## src/hdl/dbc_pkg.sv

```systemverilog
package dbc_pkg;
  // serial command codes
  localparam logic [7:0] CMD_BACKGROUND = 8'h90;
  localparam logic [7:0] CMD_RD_STATUS = 8'he4;
  localparam logic [7:0] CMD_WR_CONTROL = 8'hc4;
  localparam logic [7:0] CMD_RD_BREAK = 8'he2;
  localparam logic [7:0] CMD_WR_BREAK = 8'hc2;
  localparam logic [7:0] CMD_RD_BYTE = 8'he0;
  localparam logic [7:0] CMD_WR_BYTE = 8'hc0;
  localparam logic [7:0] CMD_GO = 8'h08;
  localparam logic [7:0] CMD_TRACE1 = 8'h10;
  localparam logic [7:0] CMD_TAGGO = 8'h18;
  // status/control and force-reset bit positions
  localparam int BIT_PERMIT = 7;
  localparam int BIT_ACTIVE = 6;
  localparam int BIT_BRK_EN = 5;
  localparam int BIT_FTAG = 4;
  localparam int BIT_CLK_SEL = 3;
  localparam int BIT_WAIT = 2;
  localparam int BIT_WAIT_FAIL = 1;
  localparam int BIT_DATA_FAIL = 0;
  localparam int BIT_FRC_RST = 0;
  // memory address of the force-reset register
  localparam logic [15:0] FRC_RST_ADDR = 16'h0000;
  localparam logic [7:0] FRC_RST_READ = 8'h00;
  localparam logic [15:0] BREAK_RESET = 16'h0000;
  localparam logic [1:0] STRAP_SETTLE = 2'h3;
  typedef enum logic [1:0] {
    DBC_RUN = 2'b00,
    DBC_HALT = 2'b01
  } dbc_mode_t;
endpackage : dbc_pkg

```

## src/hdl/dbc_ctrl.sv

```systemverilog
`timescale 1ns/1ps
// How it works
// RQ1 - compare cpu address bus against 16-bit break match register
// RQ2 - forced mode: any access at match halts at next instruction boundary
// RQ3 - tagged mode: fetched opcode marked, halt when it reaches queue end
// RQ4 - break enable low after reset blocks all breakpoints, ignores select and match
// RQ5 - force/tag select 1 chooses forced, 0 chooses tagged
// RQ6 - debug registers reached only by serial commands, never by user program
// RQ7 - writes to background permit ignored while background mode active
// RQ8 - active, wait/stop, failure bits read-only, control write never alters them
// RQ9 - clock select defaults 0 alternate clock, 1 bus clock, always writable; a control write in the strap reset cycle is overridden
// RQ10 - normal reset clears all; background reset sets permit, active, clock select
// RQ11 - permit 0 blocks background entry; once set stays until normal reset
// RQ12 - active bit reads 1 in background mode, 0 while program runs
// RQ13 - wait/stop flag shows wait/stop, or background entered from it
// RQ14 - background command pulls cpu out of wait/stop into background
// RQ15 - wait/stop failure set when memory command collides with wait/stop
// RQ16 - data valid failure always reads 0, no slow memory here
// RQ17 - host checks active bit after forcing background mode
// RQ18 - host recovers from wait/stop failure via background, retry, resume
// RQ19 - break match register 16 bits, accessed by break read/write commands
// RQ20 - host normally sets breakpoints while in background mode
// RQ21 - force-reset register ignores user writes and reads 0x00
// RQ22 - serial write of 1 to force-reset bit 0 forces mcu reset
// RQ23 - status read E4 and control write C4 carry eight bits
// RQ24 - break read E2 and break write C2 carry sixteen bits
// RQ25 - break match register clears to zero on reset
module dbc_ctrl
  import dbc_pkg::*;
(
  input wire logic sys_clk,
  input wire logic reset_n,
  input wire logic bkgd_strap_n,
  input wire logic cmd_valid,
  input wire logic [7:0] cmd_code,
  input wire logic [15:0] cmd_addr,
  input wire logic [15:0] cmd_wdata,
  output logic rsp_valid,
  output logic [15:0] rsp_data,
  input wire logic [15:0] cpu_addr,
  input wire logic cpu_access,
  input wire logic cpu_write,
  input wire logic [7:0] cpu_wdata,
  input wire logic cpu_fetch,
  input wire logic cpu_boundary,
  input wire logic cpu_tag_end,
  input wire logic cpu_wait_stop,
  input wire logic mem_wait_fail,
  output logic tag_mark,
  output logic bkgd_active,
  output logic comm_clock_select,
  output logic force_reset
);
  // ----------------------------------------------------------------
  // strap capture
  // ----------------------------------------------------------------
  logic strap_s1_q, strap_s2_q;
  logic [1:0] settle_q, settle_d;
  always_ff @(posedge sys_clk or negedge reset_n) begin
    if (!reset_n) begin
      strap_s1_q <= 1'b1;
      strap_s2_q <= 1'b1;
    end else begin
      strap_s1_q <= bkgd_strap_n;
      strap_s2_q <= strap_s1_q;
    end
  end
  always_comb begin
    settle_d = settle_q;
    if (settle_q != STRAP_SETTLE) begin
      settle_d = settle_q + 2'h1;
    end
  end
  // strap is trusted only once the synchroniser has filled
  logic strap_take;
  assign strap_take = (settle_q == STRAP_SETTLE - 2'h1);

  // ----------------------------------------------------------------
  // command decode
  // ----------------------------------------------------------------
  logic c_bg, c_rds, c_wrc, c_rdb, c_wrb, c_go, c_rdbyte, c_wrbyte;
  // RQ6 serial-only access
  assign c_bg = cmd_valid && cmd_code == CMD_BACKGROUND;
  assign c_rds = cmd_valid && cmd_code == CMD_RD_STATUS;
  assign c_wrc = cmd_valid && cmd_code == CMD_WR_CONTROL;
  assign c_rdb = cmd_valid && cmd_code == CMD_RD_BREAK;
  assign c_wrb = cmd_valid && cmd_code == CMD_WR_BREAK;
  assign c_go = cmd_valid && (cmd_code == CMD_GO || cmd_code == CMD_TRACE1
                || cmd_code == CMD_TAGGO);
  assign c_rdbyte = cmd_valid && cmd_code == CMD_RD_BYTE && cmd_addr == FRC_RST_ADDR;
  assign c_wrbyte = cmd_valid && cmd_code == CMD_WR_BYTE && cmd_addr == FRC_RST_ADDR;

  // ----------------------------------------------------------------
  // status/control and breakpoint state
  // ----------------------------------------------------------------
  dbc_mode_t mode_q, mode_d;
  logic permit_q, permit_d, brk_en_q, brk_en_d, ftag_q, ftag_d, clk_sel_q, clk_sel_d;
  logic wait_bg_q, wait_bg_d, wait_fail_q, wait_fail_d, force_pend_q, force_pend_d;
  logic [15:0] brk_q, brk_d;
  logic match, brk_hit, enter, active;
  logic [7:0] status;

  assign active = (mode_q == DBC_HALT);
  // RQ1 address compare
  assign match = cpu_addr == brk_q;
  // RQ4 disabled breakpoint
  assign brk_hit = brk_en_q && cpu_access && match;
  // RQ11 permit gates entry
  // RQ2 forced entry on boundary
  // RQ3 tagged entry at queue end
  // RQ14 background command
  // RQ5 force/tag select
  assign enter = permit_q && !active && (c_bg || (cpu_boundary && (force_pend_q ||
                 (brk_hit && ftag_q))) || (cpu_tag_end && brk_en_q && !ftag_q));
  // RQ12 active bit
  // RQ13 wait/stop flag
  // RQ16 data valid failure
  always_comb begin
    status = 8'h00;
    status[BIT_PERMIT] = permit_q;
    status[BIT_ACTIVE] = active;
    status[BIT_BRK_EN] = brk_en_q;
    status[BIT_FTAG] = ftag_q;
    status[BIT_CLK_SEL] = clk_sel_q;
    status[BIT_WAIT] = cpu_wait_stop || wait_bg_q;
    status[BIT_WAIT_FAIL] = wait_fail_q;
    status[BIT_DATA_FAIL] = 1'b0;
  end

  always_comb begin
    mode_d = mode_q;
    permit_d = permit_q;
    brk_en_d = brk_en_q;
    ftag_d = ftag_q;
    clk_sel_d = clk_sel_q;
    wait_bg_d = wait_bg_q;
    wait_fail_d = wait_fail_q;
    brk_d = brk_q;
    force_pend_d = force_pend_q;
    // RQ2 remember forced hit until boundary
    if (brk_hit && ftag_q && !cpu_boundary && !active) begin
      force_pend_d = 1'b1;
    end
    if (enter || !brk_en_q || !ftag_q) begin
      force_pend_d = 1'b0;
    end
    if (enter) begin
      mode_d = DBC_HALT;
      wait_bg_d = c_bg && cpu_wait_stop;
    end else if (c_go && active) begin
      mode_d = DBC_RUN;
      wait_bg_d = 1'b0;
    end
    // RQ15 failure flag, clear by background command, set wins
    if (c_bg) begin
      wait_fail_d = 1'b0;
    end
    if (mem_wait_fail) begin
      wait_fail_d = 1'b1;
    end
    // RQ8 only control bits written
    // RQ9 clock select writable except in the strap reset cycle
    // RQ7 permit frozen while active
    if (c_wrc) begin
      brk_en_d = cmd_wdata[BIT_BRK_EN];
      ftag_d = cmd_wdata[BIT_FTAG];
      clk_sel_d = cmd_wdata[BIT_CLK_SEL];
      if (!active) begin
        permit_d = permit_q || cmd_wdata[BIT_PERMIT];
      end
    end
    // RQ19 break register write
    if (c_wrb) begin
      brk_d = cmd_wdata;
    end
    // RQ10 reset into background mode
    // early control, go and background commands are overridden so the strap state matches a clean reset
    if (strap_take && !strap_s2_q) begin
      mode_d = DBC_HALT;
      brk_en_d = 1'b0;
      ftag_d = 1'b0;
      wait_bg_d = 1'b0;
      wait_fail_d = 1'b0;
      permit_d = 1'b1;
      clk_sel_d = 1'b1;
    end
  end

  logic rsp_valid_d, tag_d, frc_d;
  logic [15:0] rsp_d;
  always_comb begin
    rsp_valid_d = c_rds || c_rdb || c_rdbyte;
    rsp_d = 16'h0000;
    // RQ23 eight-bit status answer
    // RQ24 sixteen-bit break answer
    // RQ21 force-reset reads zero
    if (c_rds) begin
      rsp_d = {8'h00, status};
    end else if (c_rdb) begin
      rsp_d = brk_q;
    end else if (c_rdbyte) begin
      rsp_d = {8'h00, FRC_RST_READ};
    end
    // RQ3 mark tagged opcode
    tag_d = brk_en_q && !ftag_q && cpu_fetch && match;
    // RQ22 serial force reset
    frc_d = c_wrbyte && cmd_wdata[BIT_FRC_RST];
  end

  // RQ10 normal reset clears all
  // RQ25 break register reset
  always_ff @(posedge sys_clk or negedge reset_n) begin
    if (!reset_n) begin
      settle_q <= 2'h0;
      mode_q <= DBC_RUN;
      permit_q <= 1'b0;
      brk_en_q <= 1'b0;
      ftag_q <= 1'b0;
      clk_sel_q <= 1'b0;
      wait_bg_q <= 1'b0;
      wait_fail_q <= 1'b0;
      force_pend_q <= 1'b0;
      brk_q <= BREAK_RESET;
      rsp_valid <= 1'b0;
      rsp_data <= 16'h0000;
      tag_mark <= 1'b0;
      bkgd_active <= 1'b0;
      comm_clock_select <= 1'b0;
      force_reset <= 1'b0;
    end else begin
      settle_q <= settle_d;
      mode_q <= mode_d;
      permit_q <= permit_d;
      brk_en_q <= brk_en_d;
      ftag_q <= ftag_d;
      clk_sel_q <= clk_sel_d;
      wait_bg_q <= wait_bg_d;
      wait_fail_q <= wait_fail_d;
      force_pend_q <= force_pend_d;
      brk_q <= brk_d;
      rsp_valid <= rsp_valid_d;
      rsp_data <= rsp_d;
      tag_mark <= tag_d;
      bkgd_active <= (mode_d == DBC_HALT);
      comm_clock_select <= clk_sel_d;
      force_reset <= frc_d;
    end
  end

  // ----------------------------------------------------------------
  // checks
  // ----------------------------------------------------------------
  // user writes to the force-reset address are deliberately unused
  logic user_wr_ignored;
  assign user_wr_ignored = cpu_access && cpu_write && cpu_addr == FRC_RST_ADDR
                           && cpu_wdata[BIT_FRC_RST];

  no_brk_off_a: assert property (@(posedge sys_clk) disable iff (!reset_n) // RQ4
    !brk_en_q |=> !tag_mark)
    else $error("tag mark while breakpoint disabled");
  permit_hold_a: assert property (@(posedge sys_clk) disable iff (!reset_n) // RQ11
    permit_q |=> permit_q)
    else $error("permit bit dropped");
  permit_frz_a: assert property (@(posedge sys_clk) disable iff (!reset_n) // RQ7
    (active && c_wrc && !strap_take) |=> permit_q == $past(permit_q))
    else $error("permit changed in background");
  no_entry_a: assert property (@(posedge sys_clk) disable iff (!reset_n) // RQ11
    (!permit_q && !active && !strap_take) |=> !active)
    else $error("background entered without permit");
  bg_cmd_a: assert property (@(posedge sys_clk) disable iff (!reset_n) // RQ14
    (c_bg && permit_q) |=> bkgd_active)
    else $error("background command not honoured");
  brk_rd_a: assert property (@(posedge sys_clk) disable iff (!reset_n) // RQ19
    (c_wrb ##1 !c_wrb ##1 c_rdb) |=> (rsp_valid && rsp_data == $past(cmd_wdata, 3)))
    else $error("break register readback wrong");
  force_a: assert property (@(posedge sys_clk) disable iff (!reset_n) // RQ2
    (brk_en_q && ftag_q && permit_q && !active && brk_hit && cpu_boundary)
    |=> bkgd_active)
    else $error("forced breakpoint missed");
  frc_user_a: assert property (@(posedge sys_clk) disable iff (!reset_n) // RQ21
    (user_wr_ignored && !c_wrbyte) |=> !force_reset)
    else $error("user write forced reset");
  frc_cmd_a: assert property (@(posedge sys_clk) disable iff (!reset_n) // RQ22
    c_wrbyte && cmd_wdata[0] |=> force_reset)
    else $error("force reset not raised");
  clk_sel_a: assert property (@(posedge sys_clk) disable iff (!reset_n) // RQ9
    (c_wrc && !strap_take) |=> comm_clock_select == $past(cmd_wdata[BIT_CLK_SEL]))
    else $error("clock select not written");
  data_fail_a: assert property (@(posedge sys_clk) disable iff (!reset_n) // RQ16
    (rsp_valid && $past(c_rds)) |-> !rsp_data[BIT_DATA_FAIL])
    else $error("data valid failure set");
endmodule : dbc_ctrl

```

## config.mk

```make
export PLATFORM = sky130hd
export DESIGN_NAME = dbc_ctrl
export DESIGN_NICKNAME = d
export VERILOG_FILES = /design/src/hdl/dbc_pkg.sv /design/src/hdl/dbc_ctrl.sv
export SDC_FILE = /design/constraint.sdc
export NUM_CORES = 1
export LEC_CHECK = 0
export BUFFER_PORTS_ARGS = -buffer_cell sky130_fd_sc_hd__buf_2
export CORE_UTILIZATION = 45
export CTS_CLUSTER_SIZE = 40
export DETAILED_ROUTE_END_ITERATION = 10
export PLACE_DENSITY = 0.83
export SLEW_MARGIN = 20
export SYNTH_ARGS = -nofsm -noshare
export SYNTH_HDL_FRONTEND = slang
export SYNTH_SLANG_ARGS = --single-unit
```

## constraint.sdc

```tcl
create_clock -name sys_clk -period 2.75 [get_ports sys_clk]
set_input_delay 0.4125 -clock sys_clk [delete_from_list [all_inputs] [get_ports sys_clk]]
set_output_delay 0.4125 -clock sys_clk [all_outputs]
set_load 0.005 [all_outputs]
```

Yosys cells after proc, flatten, opt, wreduce, memory -nomap -nowiden --
Index checks and enable logic that the tools add are counted.
Storage, ports and cells: output and inout bits 21, bits of input ports 75, logic and storage cells 105, register bits after elaboration 49
Cells by class: add/subtract/negate cells 1, multiplexer cells 22, eq/ne operators 16, reductions and logical operators 49
Operators with widths (number):
- $eq A8 B8 Y1 const B | 7
- $mux W16 | 2
- $logic_and A1 B1 Y1 | 27
- $mux W1 | 17
- $eq A16 B16 Y1 | 1
- $eq A8 B5 Y1 const B | 2
- $logic_not A16 Y1 | 1
- $logic_or A1 B1 Y1 | 11
- $eq A8 B4 Y1 const B | 1
- $mux W2 | 3
- $reduce_bool A3 Y1 | 2
- $logic_not A1 Y1 | 5
- $eq A2 B1 Y1 const B | 2
- $reduce_bool A2 Y1 | 2
- $add A2 B1 Y2 const B | 1
- $eq A2 B2 Y1 const B | 1
- $ne A2 B1 Y1 const B | 1
- $ne A2 B2 Y1 const B | 1
- $reduce_and A2 Y1 | 1

Longest topological paths before layout --
Gate-level depths: netlist of the first run.
depth after elaboration 11, gate-level depth with buffers 6

Worst setup path after synthesis of the first run --
No wires, ideal clock.
path type input to register, start input cmd_code[2], end register bkgd_active, path buffers 0, arrival time 1.568 ns, path slack 1.059 ns, cell stages on the path 4, path through nor4_4 -> o211ai_1 -> or4b_4 -> a211o_1
On the way: word-level cells in the longest chain between the ends 9
Ends and longest elaborated chain:
- start: declaration | line dbc_ctrl.sv:35 | input wire logic [7:0] cmd_code,
- $eq A8 B4 Y1 or $eq A8 B5 Y1 (tied branches) | line dbc_ctrl.sv:88 | assign c_go = cmd_valid && (cmd_code == CMD_GO || cmd_code == CMD_TRACE1
- $logic_or A1 B1 Y1 | line dbc_ctrl.sv:88
- $logic_or A1 B1 Y1 | line dbc_ctrl.sv:89 | || cmd_code == CMD_TAGGO);
- $logic_and A1 B1 Y1 | line dbc_ctrl.sv:88
- $logic_and A1 B1 Y1 | line dbc_ctrl.sv:150 | end else if (c_go && active) begin
- $mux W2 | line dbc_ctrl.sv:150
- $mux W2 (*) | line dbc_ctrl.sv:147 | if (enter) begin
- $mux W2 (*) | line dbc_ctrl.sv:178 | if (strap_take && !strap_s2_q) begin
- $eq A2 B1 Y1 (*) | line dbc_ctrl.sv:244 | bkgd_active <= (mode_d == DBC_HALT);
- end signal: assignment | line dbc_ctrl.sv:244
- end: declaration | line dbc_ctrl.sv:50 | output logic bkgd_active,
Mark *: on every way between the ends. The rest lies on a longest branch, timed or not. A chain may end at the register's enable or synchronous reset.

Final worst setup path of the first run --
start register brk_q[7], end register wait_bg_q
On the way: word-level cells in the longest chain between the ends 10
Ends and longest elaborated chain:
- start: declaration | line dbc_ctrl.sv:99 | logic [15:0] brk_q, brk_d;
- start signal: assignment | line dbc_ctrl.sv:240 | brk_q <= brk_d;
- $eq A16 B16 Y1 (*) | line dbc_ctrl.sv:105 | assign match = cpu_addr == brk_q;
- $logic_and A1 B1 Y1 (*) | line dbc_ctrl.sv:107 | assign brk_hit = brk_en_q && cpu_access && match;
- $logic_and A1 B1 Y1 (*) | line dbc_ctrl.sv:114 | (brk_hit && ftag_q))) || (cpu_tag_end && brk_en_q && !ftag_q));
- $logic_or A1 B1 Y1 (*) | line dbc_ctrl.sv:113 | assign enter = permit_q && !active && (c_bg || (cpu_boundary && (force_pend_q ||
- $logic_and A1 B1 Y1 (*) | line dbc_ctrl.sv:113
- $logic_or A1 B1 Y1 (*) | line dbc_ctrl.sv:113
- $logic_or A1 B1 Y1 (*) | line dbc_ctrl.sv:114
- $logic_and A1 B1 Y1 (*) | line dbc_ctrl.sv:113
- $mux W1 | line dbc_ctrl.sv:147
- $mux W1 | line dbc_ctrl.sv:178
- end signal: assignment | line dbc_ctrl.sv:237 | wait_bg_q <= wait_bg_d;
- end: declaration | line dbc_ctrl.sv:98 | logic wait_bg_q, wait_bg_d, wait_fail_q, wait_fail_d, force_pend_q, force_pend_d;
Marks and branches as above.

==> out/qor.txt, run 1 <==
Total wirelength of the detailed-routed design: 4552 um
Critical path endpoint category: register
Number of cells upsized or downsized after cts: 0
P_leak: 1.433 nW
Antenna violations before repair: 1
Ratio of cells with drive above 1 in the final layout: 45.83%
Post-DR vias/cell: 5.142
Data arrival time of the worst path: 2.19 ns
Number of diodes added for antenna fixing: 0
Post-detailed-route DRC marker count: 4
Synthesized net count: 248
CTS tree: done
Clock-pin slew reported for the worst setup and hold paths after clock tree synthesis: 0.09 ns
Top-area cell type share of the netlist area: 54.30%
Hold crit path type: primary input to async pin
Logic depth of the worst register-to-register path: 5
Final cycle utilization of the critical path: 71.46%
Setup Fix Bufs, Post-CTS: 0
DRT antenna net count: 0
Cell area after technology mapping: 2166 sq um
Total of max-cap violations: 0
Total number of vias: 1625
WS Path Type: register to register
DR WL/cell: 14.41 um
Final-report hold violation count: 0
Slew at the pin closest to its max-slew limit: 0.6231 ns
Share of total power in combinational logic: 10.6%
Critical-path maximum fanout: 5
Share of power burned in the clock network: 33.7%
Switching Power: 0.3163 mW
Vias in the first global route: 1663
Total Routing Usage GR: 19.50%
Run status: finished, violations left
Worst vdd rail ir drop: 0.2380 mV
Starting Density: 48.41%
Highest attainable clock frequency: 508.8 MHz
Post-CTS Hold Buffers: 0
Worst setup SP type: register
Number of standard cells after synthesis: 171
Sequential element share of the synthesized area: 56.73%
Number of placed cells counting well taps: 308
Avg Synthesized Cell Area: 12.67 sq um
Ys Warns: 0
DIE AREA: 5094 sq um
Switching share of power: 23.16%
Clock root cell: clkbuf_8
Post-detailed-placement half-perimeter wirelength: 3429 um
Top cell types by occurrence after synthesis: 47 x dfrtp_1, 17 x xnor2_1, 16 x mux2_2
Worst max-slew margin expressed relative to the limit: 58.08%
Post-synthesis sequential element count: 49
Leading area contributor after synthesis: dfrtp_1
TritonCTS buffer count: 5
Row cnt: 24
Count of port buffers added during placement: 86
Unrepaired setup endpoints after global routing: false
Core outline area: 4474 sq um
Top Ports: 96
Power density over cell area: 495.1 nW/um^2
Async set-reset flop share out of synthesis: 100.0%
Congestion Overflow GR: 0
Ys flop type: dfrtp_1
Setup TNS after final layout: 0 ns
Synth area leaders: dfrtp_1 54%, mux2_2 8.3%, xnor2_1 6.9%
Max-slew violation total from the final report: 0
Failing checks: DRC
Filler cell count in the final layout: 363
Number of DRC markers after the initial detailed-route iteration: 87
Number of distinct library cells after synthesis: 40
Bufs on Longest Clock Path: 2
Wire length of the first global-routing pass: 7458 um
Floorplan die width: 71.38 um
Cell with the most instances after synthesis: dfrtp_1
Sequential cell fraction of total power: 55.6%
TritonCTS sink count: 49
Count of flip-flops with a built-in enable after synthesis: 0
Worst setup skew after layout: 0.005378 ns
Pin count of the biggest net entering global routing: 34
Final Instance Count excl. Fillers: 316
Global placer's final weighted congestion: 0.7708
Clock latency of the later-clocked register in the worst-skew pair: 0.30 ns
Minimum period implied by the final worst setup slack: 1.965 ns
H-Tree Level Count: 2
Final net count: 340
Synth-to-layout area growth: 27.38%
Required time at the worst-slack endpoint: 2.98 ns
Count of TritonRoute iterations in the first routing pass: 7
Die extent in y: 71.38 um
Cell internal pwr: 1.050 mW
Final setup vio count: 0
## per-layer routing
metal	global-route usage (%)	wire length [um]	vias up
met5	0	0	-
met4	6.667	87	0
met3	5.485	307	7
met2	32.49	2213	65
met1	24.53	1943	763
li1	-	-	790
## layout make-up
class / count / area [sq um] / area share, %
clock inverter: 1 / 5.005 / 0.1814
inverter: 1 / 3.754 / 0.1361
multi-input combinational: 118 / 914.6 / 33.15
tap: 52 / 65.06 / 2.358
sequential: 49 / 1229 / 44.54
timing repair buffer: 88 / 445.4 / 16.15
clock buffer: 7 / 96.34 / 3.492
## power groups by stage
| stage | clock network, mW | logic [mW] | registers (mW) |
|---|---|---|---|
| final | 0.461 | 0.145 | 0.760 |
| after CTS | 0.478 | 0.148 | 0.760 |
| after detailed placement | 0 | 0.147 | 0.775 |
| after global routing | 0.504 | 0.163 | 0.764 |
| after global placement | 0 | 0.142 | 0.774 |
| after floorplan | 0 | 0.0621 | 0.771 |
## worst paths after layout
path / startpoint / endpoint / slack, ns
setup / recovery: brk_q[7] / wait_bg_q / 0.78
hold / removal: reset_n / brk_q[2] / 0.02
setup reg to reg: brk_q[7] / wait_bg_q / 0.78
hold reg to reg: strap_s1_q / strap_s2_q / 0.36
max in group asynchronous: reset_n / strap_s2_q / 1.95
min in group sys_clk: bkgd_strap_n / strap_s1_q / 0.20
## cell usage in the layout, fill, tap and decap left out, types with 2 or more instances in the layout
cell	count
a21oi_1	4
nor3b_1	3
nor3_1	2
nand2_1	8
a22o_1	6
nor2b_1	2
nand4_1	6
buf_2	86
mux2i_1	4
a211o_1	2
clkbuf_8	7
nand2b_1	3
o21ai_0	3
and2_1	9
ha_1	2
dfrtp_1	47
and3_1	2
nor4_1	4
nor2_1	9
buf_4	2
mux2_2	16
xnor2_1	17
dfstp_2	2
## critical path, cell delays in order (launching register included)
cell,delay [ns]
dfrtp_1,0.42
xnor2_1,0.18
nand4_1,0.13
nor4_1,0.58
a41o_1,0.38
mux2i_1,0.20
## cell families after synthesis
| family | synth area share, % |
|---|---|
| buffers and inverters | 1.039 |
| muxes | 10.17 |
| adders and majority gates | 1.155 |
| and+or+nand+nor | 17.16 |
| xor gates and xnor gates | 7.279 |
| AOI/OAI and AO/OA | 6.471 |
| DFF | 56.73 |
## sequential cells by signal (all words and copies together) (netlist names)
| register | count |
|---|---|
| rsp_valid | 1 |
| brk_q | 16 |
| strap_s2_q | 1 |
| brk_en_q | 1 |
| wait_bg_q | 1 |
| force_reset | 1 |
| bkgd_active | 1 |
| clk_sel_q | 1 |
| tag_mark | 1 |
| force_pend_q | 1 |
| ftag_q | 1 |
| strap_s1_q | 1 |
| permit_q | 1 |
| rsp_data | 16 |
| settle_q | 2 |
| wait_fail_q | 1 |
| mode_q | 2 |
## metrics by stage
stage	utilization, %	setup WS (ns)	instance area (sq um)	hold WS [ns]	power [mW]
after CTS	61.66	0.7572	2759	0.02227	1.386
after global routing	61.66	0.6363	2759	0.03561	1.430
after floorplan	-	1.059	2166	0.1169	0.8334
final	61.66	0.7847	2759	0.01939	1.366
after detailed placement	59.40	0.5425	2658	0.3487	0.9220
after global placement	59.40	0.6624	2658	0.3463	0.9165
(Power assumes the default switching activity.)
==> run 2: changes to the inputs <==
--- a/config.mk
+++ b/config.mk
@@ -5,11 +5,12 @@
 export SDC_FILE = /design/constraint.sdc
 export NUM_CORES = 1
 export LEC_CHECK = 0
+export ABC_AREA = 1
 export BUFFER_PORTS_ARGS = -buffer_cell sky130_fd_sc_hd__buf_2
 export CORE_UTILIZATION = 45
 export CTS_CLUSTER_SIZE = 40
 export DETAILED_ROUTE_END_ITERATION = 10
-export PLACE_DENSITY = 0.83
+export PLACE_DENSITY = 0.81
 export SLEW_MARGIN = 20
 export SYNTH_ARGS = -nofsm -noshare
 export SYNTH_HDL_FRONTEND = slang
==> constraint.sdc (replaced) <==
create_clock -name sys_clk -period 2.1 [get_ports sys_clk]
set_input_delay 0.315 -clock sys_clk [delete_from_list [all_inputs] [get_ports sys_clk]]
set_output_delay 0.315 -clock sys_clk [all_outputs]
set_load 0.005 [all_outputs]
==> run 2 against run 1 <==
Net effect: the flow now finishes without violations; sequential share of layout area down 3.0 points; register-to-register slack worse by 0.20 ns; routed wire length grew 15%; synthesized cell count increased by 71%; critical path depth increased by 8; area after synthesis up 8.5%; sequential power is 30% higher; worst hold slack improved by 0.074 ns; die area up 8.3%; highest routed layer unchanged.
==> out/qor.txt, run 2 <==
Synth-to-layout area growth: 25.86%
CTS tree: done
Crit-path cells: inv_1, nand2_1, nand2_1, nor2_1, nand2_1, nor2_2, nand3_1, nand2_1, nand2_1, nand2_2, nand2_4, nand2_1, nor2_1
Clock-pin slew reported for the worst setup and hold paths after clock tree synthesis: 0.10 ns
Starting Density: 48.18%
Area of combinational cells with multiple inputs: 884.6 sq um
Congestion Overflow GR: 0
Worst vdd rail ir drop: 0.5080 mV
RR Startpoint: brk_q[7]
Required time at the worst-slack endpoint: 2.30 ns
Final net count: 461
Number of diodes added for antenna fixing: 0
Number of DRC markers after the initial detailed-route iteration: 108
Cell area after technology mapping: 2351 sq um
Async set-reset flop share out of synthesis: 100.0%
Bufs on Longest Clock Path: 2
Post-detailed-route DRC marker count: 0
Worst setup SP type: register
DRT antenna net count: 0
Run status: complete, no violations
Total number of vias: 2151
Count of TritonRoute iterations in the first routing pass: 4
Number of standard cells after synthesis: 293
Most common cell after layout, fill and taps aside: buf_2
Vias in the first global route: 1995
Worst reg2reg endpoint: mode_q[1]
Worst setup skew after layout: 0.007716 ns
Ys Warns: 0
Total wirelength of the detailed-routed design: 5225 um
Peak-usage layer in the global routing report: met2
Total Routing Usage GR: 20.67%
Sequential cell area: 1229 sq um
Power density over cell area: 599.6 nW/um^2
Worst max-slew margin expressed relative to the limit: 59.92%
Count of port buffers added during placement: 86
H-Tree Level Count: 2
Leading area contributor after synthesis: dfrtp_1
Highest attainable clock frequency: 661.9 MHz
Slew at the pin closest to its max-slew limit: 0.6011 ns
Top Ports: 96
Top library cells by usage in the layout, fill and taps aside: 86 x buf_2, 69 x nand2_1, 47 x dfrtp_1
Count of flip-flops with a built-in enable after synthesis: 0
Final cycle utilization of the critical path: 71.94%
DIE AREA: 5518 sq um
Final setup vio count: 0
P_leak: 1.699 nW
Clock root cell: clkbuf_8
WS Path Type: register to register
Logic depth of the worst register-to-register path: 13
Synth area leaders: dfrtp_1 50%, nand2_1 11%, inv_1 7.3%
Filler cell count in the final layout: 457
Number of placed cells counting well taps: 444
Data arrival time of the worst path: 1.72 ns
Cell with the most instances after synthesis: nand2_1
Post-detailed-placement half-perimeter wirelength: 3971 um
Unrepaired setup endpoints after global routing: false
Avg Synthesized Cell Area: 8.024 sq um
Antenna violations before repair: 0
Global routing usage on met1: 26.38%
DR WL/cell: 11.56 um
Top cell types by occurrence after synthesis: 69 x nand2_1, 47 x dfrtp_1, 46 x inv_1
TritonCTS sink count: 49
Delay of the slowest cell on the worst path: 0.37 ns
Post-synthesis sequential element count: 49
Die extent in y: 74.28 um
Setup TNS after final layout: 0 ns
Max-slew violation total from the final report: 0
Number of cells upsized or downsized after cts: 0
Final Instance Count excl. Fillers: 452
Wire length of the first global-routing pass: 8466 um
Worst-case register-to-register setup slack: 0.59 ns
Top Registers: brk_q x16, rsp_data x16
Sequential element share of the synthesized area: 52.26%
Met3 layer usage reported by global route: 4.065%
Cell repeated most along the worst path: nand2_1
Post-CTS Hold Buffers: 0
Synthesized net count: 370
Critical path endpoint category: register
Ys flop type: dfrtp_1
Core outline area: 4880 sq um
Floorplan die width: 74.28 um
Final-report hold violation count: 0
Minimum period implied by the final worst setup slack: 1.511 ns
Top-area cell type share of the netlist area: 50.03%
TritonCTS buffer count: 5
Global placer's final weighted congestion: 0.8714
Global Route met2 Usage: 33.64%
Pin count of the biggest net entering global routing: 50
Row cnt: 25
Post-DR vias/cell: 4.759
Total of max-cap violations: 0
Hold crit path type: primary input to async pin
Slowest CP cell: dfrtp_1
Setup Fix Bufs, Post-CTS: 0
Ratio of cells with drive above 1 in the final layout: 30.91%
Clock latency of the later-clocked register in the worst-skew pair: 0.31 ns
Number of distinct library cells after synthesis: 33
Critical-path maximum fanout: 4
Utilization after layout: 60.64%
-- run 2: cell types whose count changed in the layout (fill, tap and decap cells not counted), moves of 4 or more --
cell     before  now
and2_1        9    0
mux2i_1       4    0
mux2_2       16    0
nand3_1       1   10
xnor2_1      17    1
inv_2         0   11
a22o_1        6    0
nor2_1        9   40
nand2_1       8   69
inv_1         1   46
a21oi_1       4   14
o21ai_1       0    4
-- run 2: worst max-delay path by stage --
stage / from / endpoint / slack, ns
6_report: brk_q[7] / mode_q[1] / 0.59
5_1_grt: brk_q[14] / wait_bg_q / 0.40
4_1_cts: brk_q[7] / mode_q[1] / 0.59
3_5_place_dp: cmd_code[5] / rsp_data[6] / 0.54
3_3_place_gp: cmd_code[5] / rsp_data[6] / 0.56
2_1_floorplan: brk_q[15] / wait_bg_q / 0.81
-- run 2: cell type report --
type / instances / area share [%]
clock buffers: 5 / 2.326
clock inverters: 3 / 0.8879
inverters: 57 / 7.230
multi-input cells: 182 / 29.89
flip-flops and latches: 49 / 41.52
well taps: 67 / 2.833
repair buffers: 89 / 15.31
-- run 2: through the flow --
stage | hold slack [ns] | total power [mW] | instance area, sq um | setup slack [ns]
2_1_floorplan | 0.01941 | 1.093 | 2351 | 0.8068
3_3_place_gp | 0.3462 | 1.203 | 2864 | 0.5569
3_5_place_dp | 0.3493 | 1.209 | 2864 | 0.5385
4_1_cts | 0.09396 | 1.784 | 2959 | 0.5911
5_1_grt | 0.08355 | 1.851 | 2959 | 0.3980
6_report | 0.09339 | 1.774 | 2959 | 0.5892
-- run 2: layer usage --
layer  wire length [um]  share of wire (%)
met1               2263                 43
met2               2517                 48
met3                338                6.5
met4                106                2.0
met5                  0                  0
-- run 2: worst max-delay path, delay by kind of cell (launching register included) --
kind | cells | cell delay, ns
buf+inv | 1 | 0.06
flops | 1 | 0.37
simple gates | 12 | 0.98
-- run 2: cells by family (layout without fill, tap and decap cells) --
logic type | Yosys count | count (layout) | share of synthesized area [%]
buf+inv | 62 | 154 | 10.11
fa+ha+maj | 2 | 2 | 1.064
xor+xnor | 2 | 2 | 0.7452
simple gates | 143 | 143 | 27.14
flops | 49 | 49 | 52.26
compound gates | 35 | 35 | 8.675
-- run 2: power breakdown --
part           internal, mW  total, mW  switching (mW)
clock                 0.243      0.584           0.342
combinational        0.0853      0.204           0.118
sequential            0.971      0.987          0.0154
==> run 3: changes to the inputs <==
--- a/config.mk
+++ b/config.mk
@@ -5,9 +5,9 @@
 export SDC_FILE = /design/constraint.sdc
 export NUM_CORES = 1
 export LEC_CHECK = 0
-export ABC_AREA = 1
+export ABC_AREA = 0
 export BUFFER_PORTS_ARGS = -buffer_cell sky130_fd_sc_hd__buf_2
-export CORE_UTILIZATION = 45
+export CORE_UTILIZATION = 42
 export CTS_CLUSTER_SIZE = 40
 export DETAILED_ROUTE_END_ITERATION = 10
 export PLACE_DENSITY = 0.81
==> constraint.sdc (replaced) <==
create_clock -name sys_clk -period 1.2 [get_ports sys_clk]
set_input_delay 0.18 -clock sys_clk [delete_from_list [all_inputs] [get_ports sys_clk]]
set_output_delay 0.18 -clock sys_clk [all_outputs]
set_load 0.005 [all_outputs]
==> run 3 against run 2 <==
Net effect: the run now ends with setup timing left; sequential share of layout area is 3.7 points lower; non-clock buffer count is 40 higher; die area is 1.3% lower; core utilization is 6.4 points higher; total power is 94% higher; register-to-register slack worse by 1.1 ns; routed wire length is 0.80% higher; cell count is 17% lower; clock power is 110% higher; critical path type unchanged; critical endpoint is now force_pend_q; largest power group unchanged.
==> out/qor.txt, run 3 (synthesis results as in run 1) <==
Total of max-cap violations: 0
TritonCTS sink count: 49
Worst vdd rail ir drop: 0.7058 mV
Endpoint of the worst hold-timing path: brk_q[12]
Slowest CP cell: dfrtp_1
Hold Crit Depth: 2
Floorplan die width: 73.81 um
Row cnt: 25
Ratio of cells with drive above 1 in the final layout: 56.21%
Delay of the slowest cell on the worst path: 0.41 ns
Minimum period implied by the final worst setup slack: 1.663 ns
DRT antenna net count: 0
Highest attainable clock frequency: 601.2 MHz
Total wirelength of the detailed-routed design: 5267 um
DIE AREA: 5448 sq um
Vias in the first global route: 1839
Final-report hold violation count: 0
Number of placed cells counting well taps: 359
Sequential cell area: 1229 sq um
Worst-case register-to-register setup slack: -0.46 ns
Top Ports: 96
Core outline area: 4848 sq um
Clock-pin slew reported for the worst setup and hold paths after clock tree synthesis: 0.09 ns
Filler cell count in the final layout: 382
Clock root cell: clkbuf_8
Most common cell after layout, fill and taps aside: buf_2
Power density over cell area: 1060 nW/um^2
Run status: finished, violations left
Congestion Overflow GR: 0
Critical-path maximum fanout: 3
Count of TritonRoute iterations in the first routing pass: 4
Post-detailed-placement half-perimeter wirelength: 3783 um
Timing startpoint of the critical path: brk_q[11]
Pin count of the biggest net entering global routing: 50
Number of DRC markers after the initial detailed-route iteration: 61
RR Startpoint: brk_q[11]
Top Registers: brk_q x16, rsp_data x16
Die extent in y: 73.81 um
Final net count: 382
TritonCTS buffer count: 5
Utilization after layout: 67.02%
Cell family with most CP delay: simple AND/OR/NAND/NOR gates
Required time at the worst-slack endpoint: 1.40 ns
Data arrival time of the worst path: 1.86 ns
Wire length of the first global-routing pass: 8176 um
Number of diodes added for antenna fixing: 0
Antenna violations before repair: 0
Worst setup SP type: register
Critical path endpoint category: register
Count of port buffers added during placement: 86
Total number of vias: 1809
Post-DR vias/cell: 4.850
Post-detailed-route DRC marker count: 0
Starting Density: 44.67%
Unrepaired setup endpoints after global routing: true
CTS tree: done
Crit-path cells: xnor2_1, nand4_1, nor4_4, a41o_1, buf_4, nor3_1
Worst setup skew after layout: 0.008316 ns
Clock latency of the later-clocked register in the worst-skew pair: 0.31 ns
Synth-to-layout area growth: 50.03%
Setup TNS after final layout: -2.553 ns
Hold crit path type: primary input to register
Slew at the pin closest to its max-slew limit: 0.3379 ns
Logic depth of the worst register-to-register path: 6
Global placer's final weighted congestion: 0.9120
Worst max-slew margin expressed relative to the limit: 77.40%
Failing checks: setup timing
Max-slew violation total from the final report: 0
Total Routing Usage GR: 20.71%
Final Instance Count excl. Fillers: 373
Combined buffer and inverter count along the critical path: 1
DR WL/cell: 14.12 um
P_leak: 1.680 nW
Worst reg2reg endpoint: force_pend_q
Final setup vio count: 6
Bufs on Longest Clock Path: 2
WS Path Type: register to register
Area of combinational cells with multiple inputs: 1026 sq um
Top library cells by usage in the layout, fill and taps aside: 86 x buf_2, 47 x dfrtp_1, 38 x buf_4
Worst Slack Setup Final: -0.4632 ns
H-Tree Level Count: 2
Final cycle utilization of the critical path: 138.6%
Origin of the worst min-delay path: cmd_wdata[12]
run 3: cell count changes in the layout (fill, tap and decap cells not counted), moves of 11 or more:
cell and delta:
nor2_1 -31, inv_1 -45, mux2_2 +16, xnor2_1 +14, nand2_1 -61, buf_4 +35
inv_2 -11
run 3: what timing repair did:
action | 4_1_cts | 5_1_grt
cloned | 0 | 1
pin swaps | 8 | 11
setup buffers | 1 | 3
gates resized for setup | 3 | 11
hold endpoints to repair | 48 | 0
setup endpoints to repair | 6 | 19
hold buffers | 2 | 0
run 3: cell type report:
cell class | count | share of cell area (%)
clock buffers | 6 | 2.541
flip-flops and latches | 49 | 37.81
inverters | 1 | 0.1155
multi-input cells | 119 | 31.57
repair buffers | 129 | 24.22
well taps | 67 | 2.580
clock inverters | 2 | 1.155
run 3: stage by stage:
stage / hold WS [ns] / power [mW] / setup WS [ns] / area (sq um)
global route: 0.09380 / 3.582 / -0.5528 / 3249
floorplan: -0.1156 / 1.915 / -0.3735 / 2197
CTS: 0.09414 / 3.457 / -0.4586 / 3171
finish: 0.09985 / 3.444 / -0.4632 / 3249
detailed placement: 0.1836 / 2.221 / -0.5109 / 3002
global placement: 0.1825 / 2.210 / -0.4491 / 3002
run 3: how the worst max path moves through the flow:
stage | endpoint | depth (start not counted)
finish | force_pend_q | 6
global route | mode_q[0] | 6
CTS | wait_bg_q | 5
detailed placement | wait_bg_q | 5
global placement | wait_bg_q | 5
floorplan | bkgd_active | 4
run 3: report_power, final:
group          internal, mW  leakage [nW]  switching, mW
Combinational         0.279         0.980          0.203
Clock                 0.677        0.0574          0.550
Sequential             1.70         0.643         0.0302
Total                  2.66          1.68          0.783
run 3: layer usage:
layer / GRT usage (%) / routed length, um / vias up
met5: 0 / 0 / -
met3: 4.115 / 235 / 10
met1: 24.93 / 2110 / 861
met4: 10.04 / 112 / 0
met2: 35.37 / 2808 / 57
li1: - / - / 881
